### config.mk
export PLATFORM = sky130hd
export DESIGN_NAME = tgc_gate
export DESIGN_NICKNAME = d
export VERILOG_FILES = /design/src/core/tgc_pkg.sv /design/src/core/tgc_gate.sv
export VERILOG_INCLUDE_DIRS = /design/src /design/src/core
export SDC_FILE = /design/constraint.sdc
export NUM_CORES = 1
export LEC_CHECK = 0
export ABC_AREA = 0
export BUFFER_PORTS_ARGS = -buffer_cell sky130_fd_sc_hd__buf_2
export CORE_MARGIN = 4
export CORE_UTILIZATION = 52
export CTS_CLUSTER_DIAMETER = 200
export DETAILED_ROUTE_END_ITERATION = 16
export PLACE_DENSITY = 0.88
export SETUP_SLACK_MARGIN = 0.3
export SYNTH_ARGS = -nofsm -noshare
export SYNTH_HDL_FRONTEND = slang
export SYNTH_SLANG_ARGS = --single-unit
### constraint.sdc
create_clock -name CLK_I -period 5.2 [get_ports CLK_I]
set_input_delay 0.78 -clock CLK_I [delete_from_list [all_inputs] [get_ports CLK_I]]
set_output_delay 0.78 -clock CLK_I [all_outputs]
set_load 0.02 [all_outputs]
### src/core/tgc_regs.svh
// register offsets, reset values and constants of the timer gate control block
`ifndef TGC_REGS_SVH
`define TGC_REGS_SVH

`define TGC_ADDR_W      4
`define TGC_OFS_CTRL    2'h0
`define TGC_OFS_STAT    2'h1
`define TGC_OFS_MASK    2'h2
`define TGC_CTRL_W      10
`define TGC_CTRL_RST    10'h000
`define TGC_STAT_RST    1'h0
`define TGC_MASK_RST    1'h0
`define TGC_SRC_PIN     2'h0
`define TGC_SRC_T0OVF   2'h1
`define TGC_SRC_CMP1    2'h2
`define TGC_SRC_CMP2    2'h3
`define TGC_T0_MAX      8'hFF
`define TGC_T0_WRAP     8'h00
`define TGC_RESP_OKAY   2'h0
`define TGC_RESP_SLVERR 2'h2

`endif

### src/core/tgc_pkg.sv
// types of the timer gate control block
package tgc_pkg;

  // gate control register, bit 9 down to bit 0
  typedef struct packed {
    logic       cmp2_sync;
    logic       cmp1_sync;
    logic       gate_enable;
    logic       gate_polarity;
    logic       gate_toggle_enable;
    logic       gate_single_pulse_enable;
    logic       gate_pulse_arm;
    logic       gate_level_status;
    logic [1:0] gate_source_select;
  } tgc_ctrl_t;

  typedef enum logic [0:0] {
    SP_IDLE,
    SP_RUN
  } tgc_sp_t;

  typedef struct packed {
    logic [1:0] awaddr;
    logic [1:0] wstrb;
    logic [9:0] wdata;
  } tgc_wr_t;

  typedef struct packed {
    tgc_ctrl_t  ctrl;
    logic       gate_event_flag;
    logic       gate_event_irq_enable;
    tgc_sp_t    sp;
    logic [1:0] cmp_s1;
    logic [1:0] cmp_s2;
    logic [7:0] t0_prev;
    logic       g_prev;
    logic       tog;
    logic       tg_prev;
    logic       gval;
    logic       cnt_en;
    logic       irq;
    logic       aw_full;
    logic       w_full;
    tgc_wr_t    wr;
    logic       awready;
    logic       wready;
    logic       bvalid;
    logic [1:0] bresp;
    logic       arready;
    logic       rvalid;
    logic [1:0] rresp;
    logic [9:0] rdata;
  } tgc_state_t;

endpackage

### src/core/tgc_gate.sv
// timer gate control: source select, polarity, toggle, single pulse, gate event irq, AXI4-Lite slave
// Operation
// - two-bit select picks pin, eight-bit timer overflow, comparator 1 or comparator 2.
// - polarity bit inverts or passes the selected source.
// - eight-bit timer wrap FFh to 00h gives one rising pulse as source.
// - each comparator source used synchronized or raw, per its sync bit.
// - toggle mode flips a flip-flop on each rising gate edge.
// - toggle enable low forces and holds the toggle flip-flop at zero.
// - single pulse enable then arm; counting starts on next rising gate edge.
// - arm clears itself on the trailing edge of the captured pulse.
// - after capture, gate events ignored until arm is set again.
// - toggle and single pulse together capture one full source cycle.
// - read-only level status shows the processed gate level.
// - level status stays live while gate enable is clear.
// - falling edge of level status sets the gate event flag.
// - interrupt requested while gate event flag and its enable are set.
// - gate event flag keeps working while gate enable is clear.
//
// Design decisions made here: the register offsets and the AXI4-Lite register port.
`include "tgc_regs.svh"

module tgc_gate (
  // clock and reset
  input  wire logic                   CLK_I,
  input  wire logic                   NRST_I,
  // gate sources
  input  wire logic                   GATE_INPUT_PIN_I,
  input  wire logic [7:0]             EIGHT_BIT_TIMER_COUNT_I,
  input  wire logic [1:0]             CMP_OUT_I,
  // timer side
  output logic                        COUNT_EN_O,
  output logic                        GATE_LEVEL_O,
  output logic                        IRQ_O,
  // AXI4-Lite write address
  input  wire logic [`TGC_ADDR_W-1:0] S_AXI_AWADDR_I,
  input  wire logic                   S_AXI_AWVALID_I,
  output logic                        S_AXI_AWREADY_O,
  // AXI4-Lite write data
  input  wire logic [31:0]            S_AXI_WDATA_I,
  input  wire logic [3:0]             S_AXI_WSTRB_I,
  input  wire logic                   S_AXI_WVALID_I,
  output logic                        S_AXI_WREADY_O,
  // AXI4-Lite write response
  output logic [1:0]                  S_AXI_BRESP_O,
  output logic                        S_AXI_BVALID_O,
  input  wire logic                   S_AXI_BREADY_I,
  // AXI4-Lite read address
  input  wire logic [`TGC_ADDR_W-1:0] S_AXI_ARADDR_I,
  input  wire logic                   S_AXI_ARVALID_I,
  output logic                        S_AXI_ARREADY_O,
  // AXI4-Lite read data
  output logic [31:0]                 S_AXI_RDATA_O,
  output logic [1:0]                  S_AXI_RRESP_O,
  output logic                        S_AXI_RVALID_O,
  input  wire logic                   S_AXI_RREADY_I
);
  import tgc_pkg::*;

  tgc_state_t r;
  tgc_state_t n;
  logic       ovf;
  logic       cmp1;
  logic       cmp2;
  logic       src;
  logic       g;
  logic       g_rise;
  logic       tg;
  logic       tg_rise;
  logic       tg_fall;
  logic       proc;
  logic       ev_set;
  logic       wr_fire;
  logic [9:0] wval;

  always_comb
  begin
    n = r;
    // inputs are synchronous; the comparators still get a two-stage path when asked
    n.cmp_s1 = CMP_OUT_I;
    n.cmp_s2 = r.cmp_s1;
    n.t0_prev = EIGHT_BIT_TIMER_COUNT_I;
    ovf = (r.t0_prev == `TGC_T0_MAX) && (EIGHT_BIT_TIMER_COUNT_I == `TGC_T0_WRAP);
    cmp1 = r.ctrl.cmp1_sync ? r.cmp_s2[0] : CMP_OUT_I[0];
    cmp2 = r.ctrl.cmp2_sync ? r.cmp_s2[1] : CMP_OUT_I[1];
    case (r.ctrl.gate_source_select)
      `TGC_SRC_PIN:   src = GATE_INPUT_PIN_I;
      `TGC_SRC_T0OVF: src = ovf;
      `TGC_SRC_CMP1:  src = cmp1;
      `TGC_SRC_CMP2:  src = cmp2;
      default:        src = 1'b0;
    endcase
    g = src ^ r.ctrl.gate_polarity;
    n.g_prev = g;
    g_rise = g & ~r.g_prev;
    if (!r.ctrl.gate_toggle_enable)
    begin
      n.tog = 1'b0;
    end
    else if (g_rise)
    begin
      n.tog = ~r.tog;
    end
    // toggle output feeds the single-pulse stage, so both together catch a full cycle
    tg = r.ctrl.gate_toggle_enable ? n.tog : g;
    n.tg_prev = tg;
    tg_rise = tg & ~r.tg_prev;
    tg_fall = ~tg & r.tg_prev;
    case (r.sp)
      SP_IDLE:
      begin
        if (r.ctrl.gate_single_pulse_enable && r.ctrl.gate_pulse_arm && tg_rise)
        begin
          n.sp = SP_RUN;
        end
      end
      SP_RUN:
      begin
        if (!r.ctrl.gate_single_pulse_enable || !r.ctrl.gate_pulse_arm)
        begin
          n.sp = SP_IDLE;
        end
        else if (tg_fall)
        begin
          n.sp = SP_IDLE;
          n.ctrl.gate_pulse_arm = 1'b0;
        end
      end
      default: n.sp = SP_IDLE;
    endcase
    // idle without arm blocks every further edge
    proc = r.ctrl.gate_single_pulse_enable ? (n.sp == SP_RUN) : tg;
    // no dependence on gate enable here
    n.gval = proc;
    n.ctrl.gate_level_status = proc;
    ev_set = r.gval & ~proc;

    // write side
    if (r.bvalid && S_AXI_BREADY_I)
    begin
      n.bvalid = 1'b0;
    end
    if (S_AXI_AWVALID_I && r.awready)
    begin
      n.aw_full = 1'b1;
      n.wr.awaddr = S_AXI_AWADDR_I[3:2];
    end
    if (S_AXI_WVALID_I && r.wready)
    begin
      n.w_full = 1'b1;
      n.wr.wdata = S_AXI_WDATA_I[9:0];
      n.wr.wstrb = S_AXI_WSTRB_I[1:0];
    end
    wr_fire = n.aw_full && n.w_full && !n.bvalid;
    wval = n.ctrl;
    if (n.wr.wstrb[0])
    begin
      wval[7:0] = n.wr.wdata[7:0];
    end
    if (n.wr.wstrb[1])
    begin
      wval[9:8] = n.wr.wdata[9:8];
    end
    if (wr_fire)
    begin
      n.aw_full = 1'b0;
      n.w_full = 1'b0;
      n.bvalid = 1'b1;
      n.bresp = `TGC_RESP_OKAY;
      case (n.wr.awaddr)
        `TGC_OFS_CTRL:
        begin
          // level status is read-only; software arm write beats the hardware clear
          n.ctrl = tgc_ctrl_t'({wval[9:3], n.ctrl.gate_level_status, wval[1:0]});
        end
        `TGC_OFS_STAT:
        begin
          if (n.wr.wstrb[0] && n.wr.wdata[0])
          begin
            n.gate_event_flag = 1'b0;
          end
        end
        `TGC_OFS_MASK:
        begin
          if (n.wr.wstrb[0])
          begin
            n.gate_event_irq_enable = n.wr.wdata[0];
          end
        end
        default: n.bresp = `TGC_RESP_SLVERR;
      endcase
    end
    // set wins over a same-cycle clear
    if (ev_set)
    begin
      n.gate_event_flag = 1'b1;
    end
    n.awready = !n.aw_full && !n.bvalid;
    n.wready = !n.w_full && !n.bvalid;

    // read side
    if (r.rvalid && S_AXI_RREADY_I)
    begin
      n.rvalid = 1'b0;
    end
    if (S_AXI_ARVALID_I && r.arready)
    begin
      n.rvalid = 1'b1;
      n.rresp = `TGC_RESP_OKAY;
      case (S_AXI_ARADDR_I[3:2])
        `TGC_OFS_CTRL: n.rdata = r.ctrl;
        `TGC_OFS_STAT: n.rdata = {9'h000, r.gate_event_flag};
        `TGC_OFS_MASK: n.rdata = {9'h000, r.gate_event_irq_enable};
        default:
        begin
          n.rdata = 10'h000;
          n.rresp = `TGC_RESP_SLVERR;
        end
      endcase
    end
    n.arready = !n.rvalid;

    n.irq = n.gate_event_flag && n.gate_event_irq_enable;
    // without gate enable the gate never holds the count back
    n.cnt_en = !n.ctrl.gate_enable || proc;
  end

  always_ff @(posedge CLK_I or negedge NRST_I)
  begin
    if (!NRST_I)
    begin
      r <= '0;
    end
    else
    begin
      r <= n;
    end
  end

  assign COUNT_EN_O      = r.cnt_en;
  assign GATE_LEVEL_O    = r.gval;
  assign IRQ_O           = r.irq;
  assign S_AXI_AWREADY_O = r.awready;
  assign S_AXI_WREADY_O  = r.wready;
  assign S_AXI_BRESP_O   = r.bresp;
  assign S_AXI_BVALID_O  = r.bvalid;
  assign S_AXI_ARREADY_O = r.arready;
  assign S_AXI_RDATA_O   = {22'h000000, r.rdata};
  assign S_AXI_RRESP_O   = r.rresp;
  assign S_AXI_RVALID_O  = r.rvalid;
endmodule

---- Word-level counts from Yosys, hierarchy flattened ----
Cells that the tools add are included.
storage, ports and cells
  register bits ........................... 66
  bits in latches ......................... 0
  bits in writable memories ............... 0
  memory bits (read-only) ................. 0
  bits of input ports ..................... 62
  output and inout port bits .............. 44
  logic and storage cells ................. 119
  memories kept ........................... 0
cells by class
  add/subtract/negate cells ............... 0
  multiply operators ...................... 0
  divide/modulo/power cells ............... 0
  order comparisons ....................... 0
  equality and inequality tests ........... 8
  shift operators ......................... 0
  multiplexer cells ....................... 34
  bitwise gates (word level) .............. 11
  reductions and logical operators ........ 32
operator list
  kind                                                             count
  10-bit one-hot mux with 3 select lines                           1
  1-bit 2-to-1 mux                                                 21
  8-bit 2-to-1 mux                                                 2
  1-bit logical AND                                                14
  13-bit 2-to-1 mux                                                1
  12-bit 2-to-1 mux                                                1
  10-bit 2-to-1 mux                                                1
  2-bit == test, second input constant                             4
  8-bit == test, second input constant                             1
  1-bit zero test                                                  8
  8-bit zero test                                                  1
  2-bit 2-to-1 mux                                                 4
  2-bit by 1-bit == test with 1-bit output, second input constant  3
  2-bit zero test                                                  3
  1-bit NOT                                                        6
  3-bit AND reduction                                              2
  3-bit OR reduction                                               2
  1-bit bitwise AND                                                4
  1-bit one-hot mux with 4 select lines                            1
  3-bit 2-to-1 mux                                                 1
  1-bit logical OR                                                 2
  1-bit one-hot mux with 2 select lines                            1
  1-bit bitwise XOR                                                1

---- Longest topological paths before layout ----
  depth after elaboration ................. 19
  depth in mapped cells ................... 8

---- Worst setup path before layout ----
Ideal clock, no wire load.
  path type ............................... input-to-reg
  from .................................... input EIGHT_BIT_TIMER_COUNT_I[1]
  to ...................................... register r, in the netlist IRQ_O
  data arrival time ....................... 2.605 ns
  data required time ...................... 5.079 ns
  path slack .............................. 2.474 ns
  stages on the path ...................... 8
  path buffers ............................ 0
  path through ............................ or4b_4 -> nor4_2 -> a211oi_2 -> mux2_4 -> nor3_4 -> a21boi_2 -> a31oi_2 -> a32o_2
RTL lines
  what                  line             RTL
  from (decl)           tgc_gate.sv:28   input wire logic [7:0] EIGHT_BIT_TIMER_COUNT_I,
  to (signal assigned)  tgc_gate.sv:235  r <= n;
  to (decl)             tgc_gate.sv:59   tgc_state_t r;

==> results.md <==
- Status: completed
- GP Congestion: around 0.73
- Fillers: 388
- Row count: 25
- Count of cell types in the netlist: 40
- Hold buffer count at CTS: 0
- Post-synth top area cell: dfrtp_1
- Largest net degree at the start of global routing: between 60 and 70
- Post-synthesis cell count: 215
- Initial DRC Count: 107
- Worst path max stage delay: ~530 ps
- Lkg Pwr: between 1 and 1.5 nW
- Number of synthesized flops with an enable pin: 0
- Post-Synthesis Cell Area: roughly 2700 um2
- H-tree levels: 3
- Die area: 6380 um2
- Seq/Total Area, Yosys: 0.578
- Initial Util: 0.554
- Top-Level Pins: 106
- Max Slew Vio Count: 0
- Storage element area: around 1600 um2
- Max-cap viol count: 0
- Sink Count: 62
- Core box area: just under 5000 um2
- Reg2Reg Setup Slack: just under 3000 ps
- Synth area leaders: dfrtp_1 58%, buf_4 10%, mux2_2 6.7%
- Max Root-Sink Buffers: 2
- GRT Total Usage: 0.161
- Nets@finish: between 300 and 400
- Cts bufs inserted: 9
- TritonCTS clock tree: done
- CP max-delay cell: or4b_4
- Multi-input logic area: a little over 900 um2
- Worst VDD drop: ~0.34 mV
- Yosys reg bits: 62
- Slew margin rel.: 0.200
- Area growth from synthesis to layout: 11.7%
- Clk_lat worst skew: 330 ps
- Drt drc: 0
- Final hold violations: 0
- Ant. Diodes: 0
- Worst r2r src: S_AXI_WREADY_O$_DFF_PN0_
- ANT nets after route: 0
- Hold/Removal Path Class: flop to flop
- Final Skew: 9.23 ps
- Via-to-Cell Ratio: around 4.9
- Die H: 79.9 um
- Crit-path cells: buf_2 > or4b_4 > nor4_2 > a211oi_2 > mux2_4 > nor3_4 > a21boi_2 > a31oi_2 > a32o_2
- Drt pass-1 iters: 4
- Post-cts sizing count: 0
- Final period util: 0.505
- Setup TNS: 0 ps
- CP max FO: 5
- Crit. Startpoint: EIGHT_BIT_TIMER_COUNT_I[1]
- HP Start: n[50]$_DFF_PN0_
- Period minus WS final: around 2600 ps
- First-pass GRT wire length: 7620 um
- CTS root buf: clkbuf_8
- P per Cell Area: between 500 and 600 nW/um2
- Final setup viols: 0
- Die width: approximately 80 um
- Worst-Margin Slew: roughly 1200 ps
- DR vias: between 1500 and 2000
- Layout cells sized above 1: 0.347
- GRT overflow: 0
- Routed length per instance: 14.1 um
- Synth async-reset ratio: 1.00
- Hpwl dp: between 3000 and 4000 um
- Port bufs: 52
- Arr. time, crit path: about 2900 ps
- Share of the synthesized area in the top cell type: 0.578
- Routed WL: 4730 um
- Worst Path Class, Setup: primary input to flop
- Vias in the first global route: between 1500 and 2000
- CTS clk-pin slew, worst paths: 60 ps
- Antenna violations before repair: 0
- RSZ-0062 raised after global routing: false
- CP endpoint kind: flop
- Post-CTS Setup Bufs: 0
- F_max: ~0.38 GHz
- Worst Setup Start Kind: primary input
- Final core utilization: 0.619
- Post-Syn Area per Cell: around 12 um2
- Synth warn: 0
- Dominant synthesized flop cell: dfrtp_1
- CP required: about 5400 ps
## cells by family after synthesis
family,after synthesis,share of synthesized area
AOI/OAI and AO/OA,28,0.0829
xor gates and xnor gates,2,0.00652
adders and majority gates,1,0.00373
buffers and inverters,46,0.115
DFF,62,0.578
muxes,27,0.111
other,1,0.00140
and+or+nand+nor,48,0.102
## layout make-up
type / count / share of cell area
Timing Repair Buffer: 53 / 0.0892
Sequential cell: 62 / 0.517
Multi-Input combinational cell: 130 / 0.304
Clock inverter: 5 / 0.00917
Clock buffer: 10 / 0.0425
Inverter: 8 / 0.0100
Tap cell: 67 / 0.0279
## final timing paths
kind | end | depth (start not counted)
setup / recovery | IRQ_O$_DFF_PN0_ | 9
hold / removal | r[50]$_DFF_PN0_ | 0
setup reg to reg | COUNT_EN_O$_DFF_PN0_ | 6
hold reg to reg | r[50]$_DFF_PN0_ | 0
max in group asynchronous | r[24]$_DFF_PN0_ | 2
min in group asynchronous | r[64]$_DFFE_PN0P_ | 2
## synth_stat cells (2+ instances only)
cell / instances
dfrtp_1: 62
buf_4: 36
nand2_1: 18
mux2_2: 16
a22o_1: 10
nor2_1: 8
inv_1: 7
mux2i_1: 7
a21oi_1: 4
nor3_1: 4
mux2_1: 3
nand3_1: 3
nand4b_1: 3
nor2b_1: 3
o21ai_0: 3
clkbuf_1: 2
nand4_1: 2
xnor2_1: 2
## through the flow
| step | instance area (um2) | worst slack (ps) | total power, W | hold slack [ps] | std cells |
|---|---|---|---|---|---|
| 5_1_grt | 3000 | 2480 | 0.00174 | 371 | 335 |
| 4_1_cts | 3000 | 2580 | 0.00165 | 350 | 335 |
| 2_1_floorplan | 2770 | 2470 | 0.00119 | 331 | 238 |
| 3_3_place_gp | 2850 | 2250 | 0.00127 | 333 | 320 |
| 6_report | 3000 | 2570 | 0.00163 | 348 | 335 |
| 3_5_place_dp | 2850 | 2220 | 0.00130 | 337 | 320 |
## flip-flops by register name (all words and copies together) (netlist names)
| register | flops |
|---|---|
| S_AXI_ARREADY_O | 1 |
| IRQ_O | 1 |
| S_AXI_BRESP_O | 1 |
| S_AXI_AWREADY_O | 1 |
| n | 2 |
| r | 41 |
| S_AXI_RVALID_O | 1 |
| S_AXI_RDATA_O | 10 |
| S_AXI_WREADY_O | 1 |
| S_AXI_BVALID_O | 1 |
| S_AXI_RRESP_O | 1 |
| COUNT_EN_O | 1 |
## worst max-delay path, delay by kind of cell
kind,cells,cell delay [ps]
AO/OA/AOI/OAI,4,730
AND/OR/NAND/NOR,3,900
buffers and inverters,1,100
multiplexers,1,330
## power breakdown
part           total, W  switching (W)  internal (W)
Clock          0.000335       0.000169      0.000166
Combinational  0.000547       0.000306      0.000241
Sequential     0.000750       0.000105      0.000645
## routing by layer
layer  part of all wire  vias up  track usage  routed length, um
met5                  0        -            0                  0
met4              0.015        0       0.0676                 73
met3              0.084        8       0.0609                396
met2               0.49       63        0.256               2300
met1               0.42      791        0.195               1970
li1                   -      782            -                  -
## cell usage in the layout, fill, tap and decap left out, types with 2 or more instances in the layout
| cell | count |
|---|---|
| a21oi_1 | 4 |
| a22o_1 | 10 |
| buf_2 | 52 |
| clkbuf_8 | 9 |
| clkinv_2 | 4 |
| conb_1 | 24 |
| dfrtp_1 | 62 |
| inv_1 | 7 |
| mux2_1 | 3 |
| mux2_2 | 16 |
| mux2i_1 | 7 |
| nand2_1 | 18 |
| nand3_1 | 3 |
| nand4_1 | 2 |
| nand4b_1 | 3 |
| nor2_1 | 8 |
| nor2b_1 | 3 |
| nor3_1 | 4 |
| o21ai_0 | 3 |
| xnor2_1 | 2 |
Power figures use the tool's default switching activity.
